<file path="src/core/dram_refresh_pkg.sv">
package dram_refresh_pkg;

  localparam int CLOCK_MHZ         = 25;
  localparam int CLOCK_NS          = 40;
  localparam int ADDR_W            = 10;
  localparam int DATA_W            = 16;

  // power-up pause, longer than 4096 cycles so the top takes it as a parameter
  localparam int POWER_WAIT_US     = 200;
  localparam int POWER_WAIT_CYCLES = POWER_WAIT_US * CLOCK_MHZ;

  // distributed refresh: one row per interval, longest time rounds down
  localparam int REFRESH_PERIOD_MS = 16;
  localparam int ROW_COUNT         = 1024;
  localparam int REFRESH_INT       = (REFRESH_PERIOD_MS * 1000 * CLOCK_MHZ) / ROW_COUNT;
  localparam logic [8:0]  REFRESH_LAST = 9'(REFRESH_INT - 1);

  localparam logic [3:0]  WAKE_CYCLES  = 4'h8;

  // least times round up to whole cycles
  localparam int RAS_MIN_NS        = 60;
  localparam int PRECHARGE_NS      = 40;
  localparam int SELF_ENTRY_US     = 100;
  localparam int SELF_EXIT_NS      = 130;
  localparam logic [15:0] RAS_LAST        = 16'((RAS_MIN_NS + CLOCK_NS - 1) / CLOCK_NS - 1);
  localparam logic [15:0] PRECHARGE_LAST  = 16'((PRECHARGE_NS + CLOCK_NS - 1) / CLOCK_NS - 1);
  localparam logic [15:0] SELF_ENTRY_LAST = 16'(SELF_ENTRY_US * CLOCK_MHZ - 1);
  localparam logic [15:0] SELF_EXIT_LAST  = 16'((SELF_EXIT_NS + CLOCK_NS - 1) / CLOCK_NS - 1);
  // column strobe low time, covers the two-flop data path
  localparam logic [15:0] CAS_HOLD_LAST   = 16'h0002;

  typedef enum logic [10:0] {
    ST_POWER     = 11'h001,
    ST_IDLE      = 11'h002,
    ST_CBR_CAS   = 11'h004,
    ST_CBR_RAS   = 11'h008,
    ST_SELF      = 11'h010,
    ST_SELF_EXIT = 11'h020,
    ST_ROW       = 11'h040,
    ST_COL       = 11'h080,
    ST_CAS       = 11'h100,
    ST_HOLD      = 11'h200,
    ST_PRECHARGE = 11'h400
  } state_t;

  typedef struct packed {
    state_t              st;
    logic [15:0]         cnt;
    logic [8:0]          ref_cnt;
    logic                ref_pend;
    logic [3:0]          wake;
    logic                init_done;
    logic                self_on;
    logic                rdy;
    logic [ADDR_W-1:0]   addr;
    logic [ADDR_W-1:0]   col;
    logic                wr;
    logic [1:0]          be;
    logic                ras_n;
    logic                low_byte_column_strobe_n_n;
    logic                high_byte_column_strobe_n_n;
    logic                we_n;
    logic                oe_n;
    logic [DATA_W-1:0]   dout;
    logic                doe;
    logic [DATA_W-1:0]   rdata;
    logic                ack;
  } ctl_t;

  localparam ctl_t CTL_RESET = '{
    st: ST_POWER, cnt: 16'h0000, ref_cnt: 9'h000, ref_pend: 1'b0, wake: 4'h0,
    init_done: 1'b0, self_on: 1'b0, rdy: 1'b0, addr: 10'h000, col: 10'h000, wr: 1'b0, be: 2'h0,
    ras_n: 1'b1, low_byte_column_strobe_n_n: 1'b1, high_byte_column_strobe_n_n: 1'b1, we_n: 1'b1, oe_n: 1'b1,
    dout: 16'h0000, doe: 1'b0, rdata: 16'h0000, ack: 1'b0
  };

  typedef struct packed {
    logic [DATA_W-1:0] s1;
    logic [DATA_W-1:0] s2;
  } sync_t;

  localparam sync_t SYNC_RESET = '{s1: 16'h0000, s2: 16'h0000};

endpackage

</file>
<file path="src/core/dram_pin_sync.sv">
`timescale 1ns/1ps
`default_nettype none
module dram_pin_sync
  import dram_refresh_pkg::*;
(
  input  wire logic              clock_i,
  input  wire logic              reset_i,
  input  wire logic [DATA_W-1:0] pin_i,
  output logic      [DATA_W-1:0] sync_o
);

  sync_t q;
  sync_t d;

  // first stage feeds only the second
  always_comb begin
    d    = q;
    d.s1 = pin_i;
    d.s2 = q.s1;
  end

  always_ff @(posedge clock_i or posedge reset_i) begin
    if (reset_i) begin
      q <= SYNC_RESET;
    end else begin
      q <= d;
    end
  end

  assign sync_o = q.s2;

endmodule
`default_nettype wire

</file>
<file path="src/core/dram_refresh_ctrl.sv">
`timescale 1ns/1ps
`default_nettype none
module dram_refresh_ctrl
  import dram_refresh_pkg::*;
#(
  parameter int POWER_WAIT = POWER_WAIT_CYCLES
)(
  input  wire logic              clock_i,
  input  wire logic              reset_i,
  input  wire logic              req_i,
  input  wire logic              write_i,
  input  wire logic [1:0]        byte_en_i,
  input  wire logic [ADDR_W-1:0] row_i,
  input  wire logic [ADDR_W-1:0] col_i,
  input  wire logic [DATA_W-1:0] wdata_i,
  input  wire logic              self_refresh_req_i,
  output logic                   ready_o,
  output logic                   ack_o,
  output logic      [DATA_W-1:0] rdata_o,
  output logic                   init_done_o,
  output logic                   in_self_refresh_o,
  output logic      [ADDR_W-1:0] mux_address_lines_o,
  output logic                   row_strobe_n_o,
  output logic                   low_byte_column_strobe_n_o,
  output logic                   high_byte_column_strobe_n_o,
  output logic                   write_enable_n_o,
  output logic                   output_enable_n_o,
  output logic      [DATA_W-1:0] data_o,
  output logic                   data_oe_o,
  input  wire logic [DATA_W-1:0] data_i
);

  localparam logic [15:0] POWER_LAST = 16'(POWER_WAIT - 1);

  ctl_t              q;
  ctl_t              d;
  logic [DATA_W-1:0] data_sync;
  logic              timer_on;
  logic              overdue;

  // data pins pass two flops before capture
  dram_pin_sync u_sync (
    .clock_i (clock_i),
    .reset_i (reset_i),
    .pin_i   (data_i),
    .sync_o  (data_sync)
  );

  // sequencer, refresh timer and wake-up bookkeeping
  always_comb begin
    d        = q;
    d.ack    = 1'b0;
    overdue  = 1'b0;
    timer_on = 1'b0;
    case (q.st)
      ST_POWER: begin
        if (q.cnt == POWER_LAST) begin
          d.st   = ST_IDLE;
          d.wake = WAKE_CYCLES;
        end else begin
          d.cnt = q.cnt + 16'h0001;
        end
      end
      ST_IDLE: begin
        if (q.rdy && req_i) begin
          d.st   = ST_ROW;
          d.addr = row_i;
          d.col  = col_i;
          d.wr   = write_i;
          d.be   = byte_en_i;
          d.dout = wdata_i;
        end else if (q.wake != 4'h0 || q.ref_pend || self_refresh_req_i) begin
          // both column strobes go low a cycle before the row strobe
          d.st     = ST_CBR_CAS;
          d.low_byte_column_strobe_n_n = 1'b0;
          d.high_byte_column_strobe_n_n = 1'b0;
        end
      end
      ST_CBR_CAS: begin
        d.ras_n    = 1'b0;
        d.st       = ST_CBR_RAS;
        d.cnt      = RAS_LAST;
        d.ref_pend = 1'b0;
        if (q.wake != 4'h0) begin
          d.wake = q.wake - 4'h1;
        end
      end
      ST_CBR_RAS: begin
        if (q.cnt != 16'h0000) begin
          d.cnt = q.cnt - 16'h0001;
        end else if (self_refresh_req_i && q.wake == 4'h0) begin
          d.st  = ST_SELF;
          d.cnt = SELF_ENTRY_LAST;
        end else begin
          d.ras_n  = 1'b1;
          d.low_byte_column_strobe_n_n = 1'b1;
          d.high_byte_column_strobe_n_n = 1'b1;
          d.st     = ST_PRECHARGE;
          d.cnt    = PRECHARGE_LAST;
        end
      end
      // row strobe stays low; the memory keeps itself refreshed
      ST_SELF: begin
        if (q.cnt != 16'h0000) begin
          d.cnt = q.cnt - 16'h0001;
        end else begin
          d.self_on = 1'b1;
        end
        if (!self_refresh_req_i) begin
          d.ras_n  = 1'b1;
          d.low_byte_column_strobe_n_n = 1'b1;
          d.high_byte_column_strobe_n_n = 1'b1;
          d.st     = ST_SELF_EXIT;
          d.cnt    = SELF_EXIT_LAST;
        end
      end
      // row strobe high long enough for an internal refresh to finish
      ST_SELF_EXIT: begin
        if (q.cnt != 16'h0000) begin
          d.cnt = q.cnt - 16'h0001;
        end else begin
          d.self_on = 1'b0;
          d.ref_cnt = 9'h000;
          d.st      = ST_IDLE;
        end
      end
      // row address has stood a full cycle before the row strobe falls
      ST_ROW: begin
        d.ras_n = 1'b0;
        d.st    = ST_COL;
      end
      // column address, direction and data settle a cycle before the column fall
      ST_COL: begin
        d.addr = q.col;
        d.we_n = ~q.wr;
        d.oe_n = q.wr;
        d.doe  = q.wr;
        d.st   = ST_CAS;
      end
      ST_CAS: begin
        d.low_byte_column_strobe_n_n = ~q.be[0];
        d.high_byte_column_strobe_n_n = ~q.be[1];
        d.cnt    = CAS_HOLD_LAST;
        d.st     = ST_HOLD;
      end
      // wait out the two-flop data path, then take the word and close the row
      ST_HOLD: begin
        if (q.cnt != 16'h0000) begin
          d.cnt = q.cnt - 16'h0001;
        end else begin
          if (!q.wr) begin
            d.rdata = data_sync;
          end
          d.ack    = 1'b1;
          d.ras_n  = 1'b1;
          d.low_byte_column_strobe_n_n = 1'b1;
          d.high_byte_column_strobe_n_n = 1'b1;
          d.we_n   = 1'b1;
          d.oe_n   = 1'b1;
          d.doe    = 1'b0;
          d.st     = ST_PRECHARGE;
          d.cnt    = PRECHARGE_LAST;
        end
      end
      // row precharge; the last wake-up cycle opens the block for use
      ST_PRECHARGE: begin
        if (q.cnt != 16'h0000) begin
          d.cnt = q.cnt - 16'h0001;
        end else begin
          d.st = ST_IDLE;
          if (q.wake == 4'h0) begin
            d.init_done = 1'b1;
          end
        end
      end
      default: begin
        d.st = ST_IDLE;
      end
    endcase

    // refresh timer paused in self-refresh, where the memory refreshes itself
    timer_on = q.init_done && (q.st != ST_SELF) && (q.st != ST_SELF_EXIT);
    if (timer_on) begin
      if (q.ref_cnt == REFRESH_LAST) begin
        d.ref_cnt  = 9'h000;
        d.ref_pend = 1'b1;
        overdue    = q.ref_pend;
      end else begin
        d.ref_cnt = q.ref_cnt + 9'h001;
      end
    end
    // a whole interval missed: rows may have decayed, so wake up again
    if (overdue) begin
      d.wake = WAKE_CYCLES;
    end
    d.rdy = (d.st == ST_IDLE) && d.init_done && (d.wake == 4'h0) && !d.ref_pend && !self_refresh_req_i;
  end

  // state register
  always_ff @(posedge clock_i or posedge reset_i) begin
    if (reset_i) begin
      q <= CTL_RESET;
    end else begin
      q <= d;
    end
  end

  // every output straight from a flop
  assign ready_o                     = q.rdy;
  assign ack_o                       = q.ack;
  assign rdata_o                     = q.rdata;
  assign init_done_o                 = q.init_done;
  assign in_self_refresh_o           = q.self_on;
  assign mux_address_lines_o         = q.addr;
  assign row_strobe_n_o              = q.ras_n;
  assign low_byte_column_strobe_n_o  = q.low_byte_column_strobe_n_n;
  assign high_byte_column_strobe_n_o = q.high_byte_column_strobe_n_n;
  assign write_enable_n_o            = q.we_n;
  assign output_enable_n_o           = q.oe_n;
  assign data_o                      = q.dout;
  assign data_oe_o                   = q.doe;

  // row strobe rests high through the power-up pause
  AST_POWER_RAS_HIGH: assert property (
    @(posedge clock_i) disable iff (reset_i) (q.st == ST_POWER) |-> row_strobe_n_o)
    else $error("row strobe low during power-up pause");

  // a refresh row fall finds a column strobe already low
  AST_CBR_CAS_FIRST: assert property (
    @(posedge clock_i) disable iff (reset_i) ($fell(row_strobe_n_o) && q.st == ST_CBR_RAS)
    |-> (!$past(low_byte_column_strobe_n_o) || !$past(high_byte_column_strobe_n_o)))
    else $error("refresh row fall without a column strobe low");

  // an access row fall must not look like a refresh
  AST_ACCESS_CAS_HIGH: assert property (
    @(posedge clock_i) disable iff (reset_i) ($fell(row_strobe_n_o) && q.st == ST_COL)
    |-> ($past(low_byte_column_strobe_n_o) && $past(high_byte_column_strobe_n_o)))
    else $error("access row fall with a column strobe low");

  // every expired interval raises a refresh request
  AST_REFRESH_DUE: assert property (
    @(posedge clock_i) disable iff (reset_i)
    (q.init_done && q.ref_cnt == REFRESH_LAST && q.st != ST_SELF && q.st != ST_SELF_EXIT) |=> q.ref_pend)
    else $error("refresh interval expired without a request");

  // self-refresh holds the row strobe low
  AST_SELF_RAS_LOW: assert property (
    @(posedge clock_i) disable iff (reset_i) (q.st == ST_SELF) |-> !row_strobe_n_o)
    else $error("row strobe high inside self-refresh");

  // leaving self-refresh keeps the row strobe high
  AST_SELF_EXIT_RAS: assert property (
    @(posedge clock_i) disable iff (reset_i) (q.st == ST_SELF_EXIT) |-> row_strobe_n_o)
    else $error("row strobe low during self-refresh exit");

  // no access is offered before the wake-up cycles are done
  AST_READY_AFTER_WAKE: assert property (
    @(posedge clock_i) disable iff (reset_i) ready_o |-> init_done_o)
    else $error("ready raised before wake-up finished");

  // acknowledge is a single-cycle pulse
  AST_ACK_PULSE: assert property (
    @(posedge clock_i) disable iff (reset_i) ack_o |=> !ack_o)
    else $error("acknowledge held longer than one cycle");

endmodule
`default_nettype wire

</file>
<file path="config.mk">
export PLATFORM = sky130hd
export DESIGN_NAME = dram_refresh_ctrl
export DESIGN_NICKNAME = d
export VERILOG_FILES = /design/src/core/dram_refresh_pkg.sv /design/src/core/dram_pin_sync.sv /design/src/core/dram_refresh_ctrl.sv
export SDC_FILE = /design/constraint.sdc
export NUM_CORES = 1
export LEC_CHECK = 0
export BUFFER_PORTS_ARGS = -buffer_cell sky130_fd_sc_hd__clkbuf_2
export CELL_PAD_IN_SITES_DETAIL_PLACEMENT = 1
export CELL_PAD_IN_SITES_GLOBAL_PLACEMENT = 1
export CORE_ASPECT_RATIO = 0.6
export CORE_MARGIN = 3
export CORE_UTILIZATION = 39
export CTS_CLUSTER_DIAMETER = 80
export DETAILED_ROUTE_END_ITERATION = 7
export PLACE_DENSITY = 0.79
export SLEW_MARGIN = 15
export SYNTH_ARGS = -nofsm -noshare
export SYNTH_HDL_FRONTEND = slang
export SYNTH_SLANG_ARGS = --single-unit
</file>
<file path="constraint.sdc">
create_clock -name clock_i -period 5.1 [get_ports clock_i]
set_input_delay 0.765 -clock clock_i [delete_from_list [all_inputs] [get_ports clock_i]]
set_output_delay 0.765 -clock clock_i [all_outputs]
set_load 0.005 [all_outputs]
</file>
======== Word level (Yosys, flattened, before mapping) ========
Cells that the tools add are included.
word-level totals
  register bits ........................... 138
  logic and storage cells ................. 139
cells by class
  add/subtract/negate cells ............... 4
  equality and inequality tests ........... 27
  multiplexer cells ....................... 47
  bitwise gates (word level) .............. 4
  reduce and logical (&&, ||, !) cells .... 34
operators with widths
  cell                                                                  number
  16-bit one-hot mux with 7 select lines                                1
  11-bit one-hot mux with 10 select lines                               1
  16-bit 2-to-1 mux                                                     5
  11-bit 2-to-1 mux                                                     6
  27-bit 2-to-1 mux                                                     2
  9-bit 2-to-1 mux                                                      3
  23-bit 2-to-1 mux                                                     1
  11-bit by 2-bit == test with 1-bit output, second input constant      2
  2-bit != test, second input constant                                  11
  10-bit one-hot mux with 2 select lines                                1
  18-bit 2-to-1 mux                                                     1
  16-bit by 1-bit adder with 16-bit output, second input constant       1
  16-bit by 13-bit == test with 1-bit output, second input constant     1
  16-bit nonzero test                                                   1
  16-bit by 1-bit subtractor with 16-bit output, second input constant  1
  4-bit 2-to-1 mux                                                      3
  11-bit by 1-bit == test with 1-bit output, second input constant      1
  11-bit by 10-bit == test with 1-bit output, second input constant     1
  11-bit == test, second input constant                                 1
  11-bit by 3-bit == test with 1-bit output, second input constant      1
  11-bit by 4-bit == test with 1-bit output, second input constant      1
  11-bit by 5-bit == test with 1-bit output, second input constant      1
  11-bit by 6-bit == test with 1-bit output, second input constant      1
  11-bit by 7-bit == test with 1-bit output, second input constant      1
  31 further kinds                                                      67

======== Logic depth before layout (Yosys ltp) ========
  depth after elaboration ................. 11
  mapped depth ............................ 12
  depth with buffers taken out ............ 11

======== Hierarchy ========
A second synthesis with hierarchy kept.
unflattened totals
  cells, all modules ...................... 714
  area total of the unflattened synthesis .. 6911.6 µm²
by module, submodules not included
  module             times used  cells each  area an instance (µm²)  seq. area each (µm²)
  dram_refresh_ctrl  1           681         6107.1                  2660.1
  dram_pin_sync      1           33          804.5                   800.8

======== Worst setup path after synthesis ========
Ideal clock, no wire load.
  path kind ............................... reg-to-reg
  start ................................... register q[79] in the netlist's numbering
  end ..................................... register q[79] in the netlist's numbering
  setup time .............................. 0.094 ns
  arrival ................................. 2.346 ns
  required time ........................... 5.006 ns
  setup slack ............................. 2.660 ns
  stages on the path, launching flop included .. 12
  clock period less this slack ............ 2.440 ns
  cell sequence ........................... dfrtp_1 > inv_1 > ha_1 > nor4b_1 > nand4_1 > nor2_1 > inv_2 > clkbuf_1 > ha_1 > o2111ai_1 > o22ai_1 > a211oi_1
on the way
  cells in the longest elaborated chain, start to end .. 4
  elaborated cells on any way between the ends .. 12
  those cells by class .................... add/sub: 2; eq/ne: 2; mux: 6; reduce/logical: 2
RTL lines
  element                                                                               RTL line                                                                      text
  start: declaration                                                                    dram_refresh_ctrl.sv:35                                                       ctl_t q;
  start signal: assignment                                                              dram_refresh_ctrl.sv:202                                                      q <= CTL_RESET;
  start signal: assignment                                                              dram_refresh_ctrl.sv:204                                                      q <= d;
  16-bit by 1-bit subtractor with 16-bit output or 16-bit nonzero test (tied branches)  --
  16-bit 2-to-1 mux                                                                     dram_refresh_ctrl.sv:104, dram_refresh_ctrl.sv:119, dram_refresh_ctrl.sv:167
  27-bit 2-to-1 mux                                                                     dram_refresh_ctrl.sv:109                                                      if (!self_refresh_req_i) begin
  16-bit one-hot mux with 7 select lines                                                dram_refresh_ctrl.sv:55                                                       case (q.st)
Several ways; a longest one is shown, not always the timed one. The select of a mux whose other input is x is not followed.
A chain may end at the register's enable or synchronous reset.

======== Worst setup path after layout ========
  start ................................... register q[86] in the netlist's numbering
  end ..................................... register q (netlist bit rdata_o[6])
on the way
  cells in the longest elaborated chain, start to end .. 3
RTL lines
  element                               RTL line                  text
  16-bit nonzero test                   dram_refresh_ctrl.sv:148  if (q.cnt != 16'h0000) begin
  1-bit NOT (no source line)            --
  3-bit AND reduction (no source line)  --
No other way between the ends.

==> results.sh <==
export IMPL_yosysTopAreaCell="dfrtp_1"
export IMPL_grt_pass1_wl_um=30800
export IMPL_core_mm2=0.0173
export IMPL_place_ws_ps=2010
export IMPL_slew_headroom_pct=29.5
export IMPL_combinationalPowerShare_pct=25.8
export IMPL_netlist_top_cells_area="dfrtp_1 (48%), nand2_1 (7.7%), buf_4 (4.7%)"
export IMPL_switching_power_mw=1.24
export IMPL_power_frac_clock_pct=36.0
export IMPL_hold_viol=0
export IMPL_syn_area_per_cell_um2=9.77
export IMPL_clkSinkCount=138
export IMPL_ys_dominant_reg_cell="dfrtp_1"
export IMPL_routedWlPerCell_um=19.2
export IMPL_yosysSeqAreaShare_pct=49.9
export IMPL_required_ps=5410
export IMPL_clock_latency_ps=430
export IMPL_final_max_slew_viol_count=0
export IMPL_ir_drop_mv=0.211
export IMPL_min_period_ps=3140
export IMPL_cts_buffers=17
export IMPL_antenna_cells=0
export IMPL_syn_area_mm2=0.00694
export IMPL_cts_resized=0
export IMPL_power_leakage_nw=3.81
export IMPL_postSynthCellCount=710
export IMPL_die_area_mm2=0.0195
export IMPL_layout_cells_non_filler=1013
export IMPL_p_int_mw=2.28
export IMPL_rsz0062_at_grt="false"
export IMPL_drt_pass1_iterations=5
export IMPL_synth_top_family_by_area="simple AND/OR/NAND/NOR gates"
export IMPL_placed_area_mm2=0.00733
export IMPL_area_growth_pct=14.2
export IMPL_synthMuxAreaShare_pct=3.21
export IMPL_vias_per_cell=5.50
export IMPL_routed_wl_um=19400
export IMPL_layout_drive_gt1_share_pct=26.6
export IMPL_synth_cell_types=83
export IMPL_die_height_um=109
export IMPL_dp_cells=981
export IMPL_vias=5573
export IMPL_fin_ws_ps=1960
export IMPL_sw_frac_of_total_pct=35.2
export IMPL_rows=37
export IMPL_cts_setup_buffers=0
export IMPL_grt_max_degree=103
export IMPL_cts_tree="done"
export IMPL_clk_pin_slew_worst_paths_ps=60
export IMPL_drtAntennaViolNets=0
export IMPL_mostFrequentLayoutCells="nand2_1 (142), dfrtp_1 (132), clkbuf_2 (110), nor2_1 (41), o21ai_0 (30)"
export IMPL_grt_overflow=0
export IMPL_ys_seq_elements=138
export IMPL_cpPeakStageDelay_ps=700
export IMPL_synthAdderAreaFrac_pct=1.26
export IMPL_setup_tns_ps=0
export IMPL_nNetsFinal=832
export IMPL_synth_edf_count=0
export IMPL_r2r_cells=6
export IMPL_grt_pass1_vias=5572
export IMPL_critPathCaptureType="register"
export IMPL_synth_warnings=0
export IMPL_antenna_found_initial=0
export IMPL_finClkSkew_ps=9.55
export IMPL_fillCellCount=2000
export IMPL_post_layout_total_power_mw=3.53
export IMPL_path_max_fanout=16
export IMPL_startpoint_type="register"
export IMPL_status="finished, final reports clean"
export IMPL_final_cell_area_mm2=0.00793
export IMPL_path_class="register to register"
export IMPL_maxCapViolCount=0
export IMPL_holdPathStages=0
export IMPL_path_buf_inv=1
export IMPL_crit_cells=6
export IMPL_dp_hpwl_um=13800
export IMPL_arrival_ps=3450
export IMPL_die_w_um=178
export IMPL_critPathSlowestCell="nor3_4"
export IMPL_synth_nets=776
export IMPL_cts_root_buf="clkbuf_16"
export IMPL_gr_usage_all_layers_pct=20.5
export IMPL_gp_congestion=0.930
export IMPL_crit_chain="nor3_1, nand4_1, nor2_1, inv_2, nor3_4, mux2_2"
export IMPL_synth_xor_area_share_pct=1.01
export IMPL_clockBufferDepth=2
export IMPL_cts_hold_fix_buffers=0
export IMPL_hp_class="register to register"
export IMPL_ios=111
export IMPL_setup_viol=0
export IMPL_synth_top_area_share_pct=47.6
export IMPL_final_common_cell="nand2_1"
export IMPL_io_buffer_count=110
export IMPL_first_iter_violations=542
export IMPL_async_flop_share_pct=100
export IMPL_cellPowerDensity_mw_per_mm2=445
export IMPL_synthSimpleGateAreaFrac_pct=24.4
export IMPL_final_util_pct=45.9
export IMPL_pwr_share_seq_pct=38.2
export IMPL_fmax_ghz=0.319
export IMPL_critPathTopFamily="simple AND/OR/NAND/NOR gates"
export IMPL_period_share_pct=61.5
export IMPL_synth_compound_area_share_pct=12.2
export IMPL_h_tree_depth=4
export IMPL_route_detailed_drc=0
export IMPL_worst_slew_pin_transition_ps=1050
export IMPL_start_util_pct=40.2
export IMPL_worst_hold_slack_ps=349
==> metal layers <==
metal  global-route usage (%)  vias up  share of wire [%]  routed length, um
li1                         -     2570                  -                  -
met1                     31.1     2807                 50               9800
met2                     28.7      178                 41               8070
met3                     5.28       18                6.9               1350
met4                     6.06        0                1.2                232
met5                        0        -                  0                  0
==> synth_stat cells (all sizes together) (3+ instances only) <==
cell and n:
nand2 143, dfrtp 132, buf 57, nor2 44
o21ai 32, a21oi 21, clkbuf 20, nor3 20
mux2 18, inv 17, nand4 13, a31oi 12
and3 11, nor4 10, or3 10, nand3 9
or4 8, a221oi 7, a22oi 7, ha 7
or2 7, xnor2 7, and2 6, dfstp 6
nor2b 6, nor3b 6, nor4b 6, a211oi 5
nand2b 5, o211ai 5, and4 4, o2bb2ai 4
nand3b 3, nand4b 3, nor4bb 3, o22ai 3
==> area by class of cell <==
| cell class | instances | area [um2] | share of cell area, % |
|---|---|---|---|
| well taps | 234 | 293 | 3.69 |
| inverters | 17 | 68.8 | 0.868 |
| clock buffers | 19 | 443 | 5.59 |
| multi-input cells | 478 | 2920 | 36.9 |
| clock inverters | 13 | 156 | 1.97 |
| flip-flops and latches | 138 | 3460 | 43.7 |
| repair buffers | 114 | 581 | 7.33 |
==> flip-flops by register name, indices dropped and copies added, names as in the netlist, 10 cells and up <==
register and count:
data_o 16, mux_address_lines_o 10, q 54, rdata_o 16, u_sync.d 16, u_sync.sync_o 16
==> final timing paths <==
kind                                                     to  slack (ps)         from
worst min-delay path                       u_sync.sync_o[8]         350  u_sync.d[8]
worst max register to register                   rdata_o[6]        1960        q[86]
worst min register to register             u_sync.sync_o[8]         350  u_sync.d[8]
worst max-delay path                             rdata_o[6]        1960        q[86]
max in group asynchronous       high_byte_column_strobe_n_o        3480      reset_i
min in group asynchronous                        rdata_o[1]         530      reset_i
==> logic make-up (layout without fill, tap and decap cells) <==
kind of cell	count (synthesis)	in the layout
AOI/OAI and AO/OA	121	121
buffers and inverters	94	163
and+or+nand+nor	322	322
DFF	138	138
adders and majority gates	7	7
xor gates and xnor gates	8	8
muxes	20	20
==> power groups by stage <==
| stage | sequential (mW) | clock, mW | combinational [mW] |
|---|---|---|---|
| 2_1_floorplan | 1.29 | 0 | 0.702 |
| 3_3_place_gp | 1.35 | 0 | 0.863 |
| 3_5_place_dp | 1.36 | 0 | 0.877 |
| 4_1_cts | 1.34 | 1.30 | 0.895 |
| 5_1_grt | 1.36 | 1.35 | 0.995 |
| 6_report | 1.35 | 1.27 | 0.909 |
Note: power is estimated with default switching activity, not from simulation.
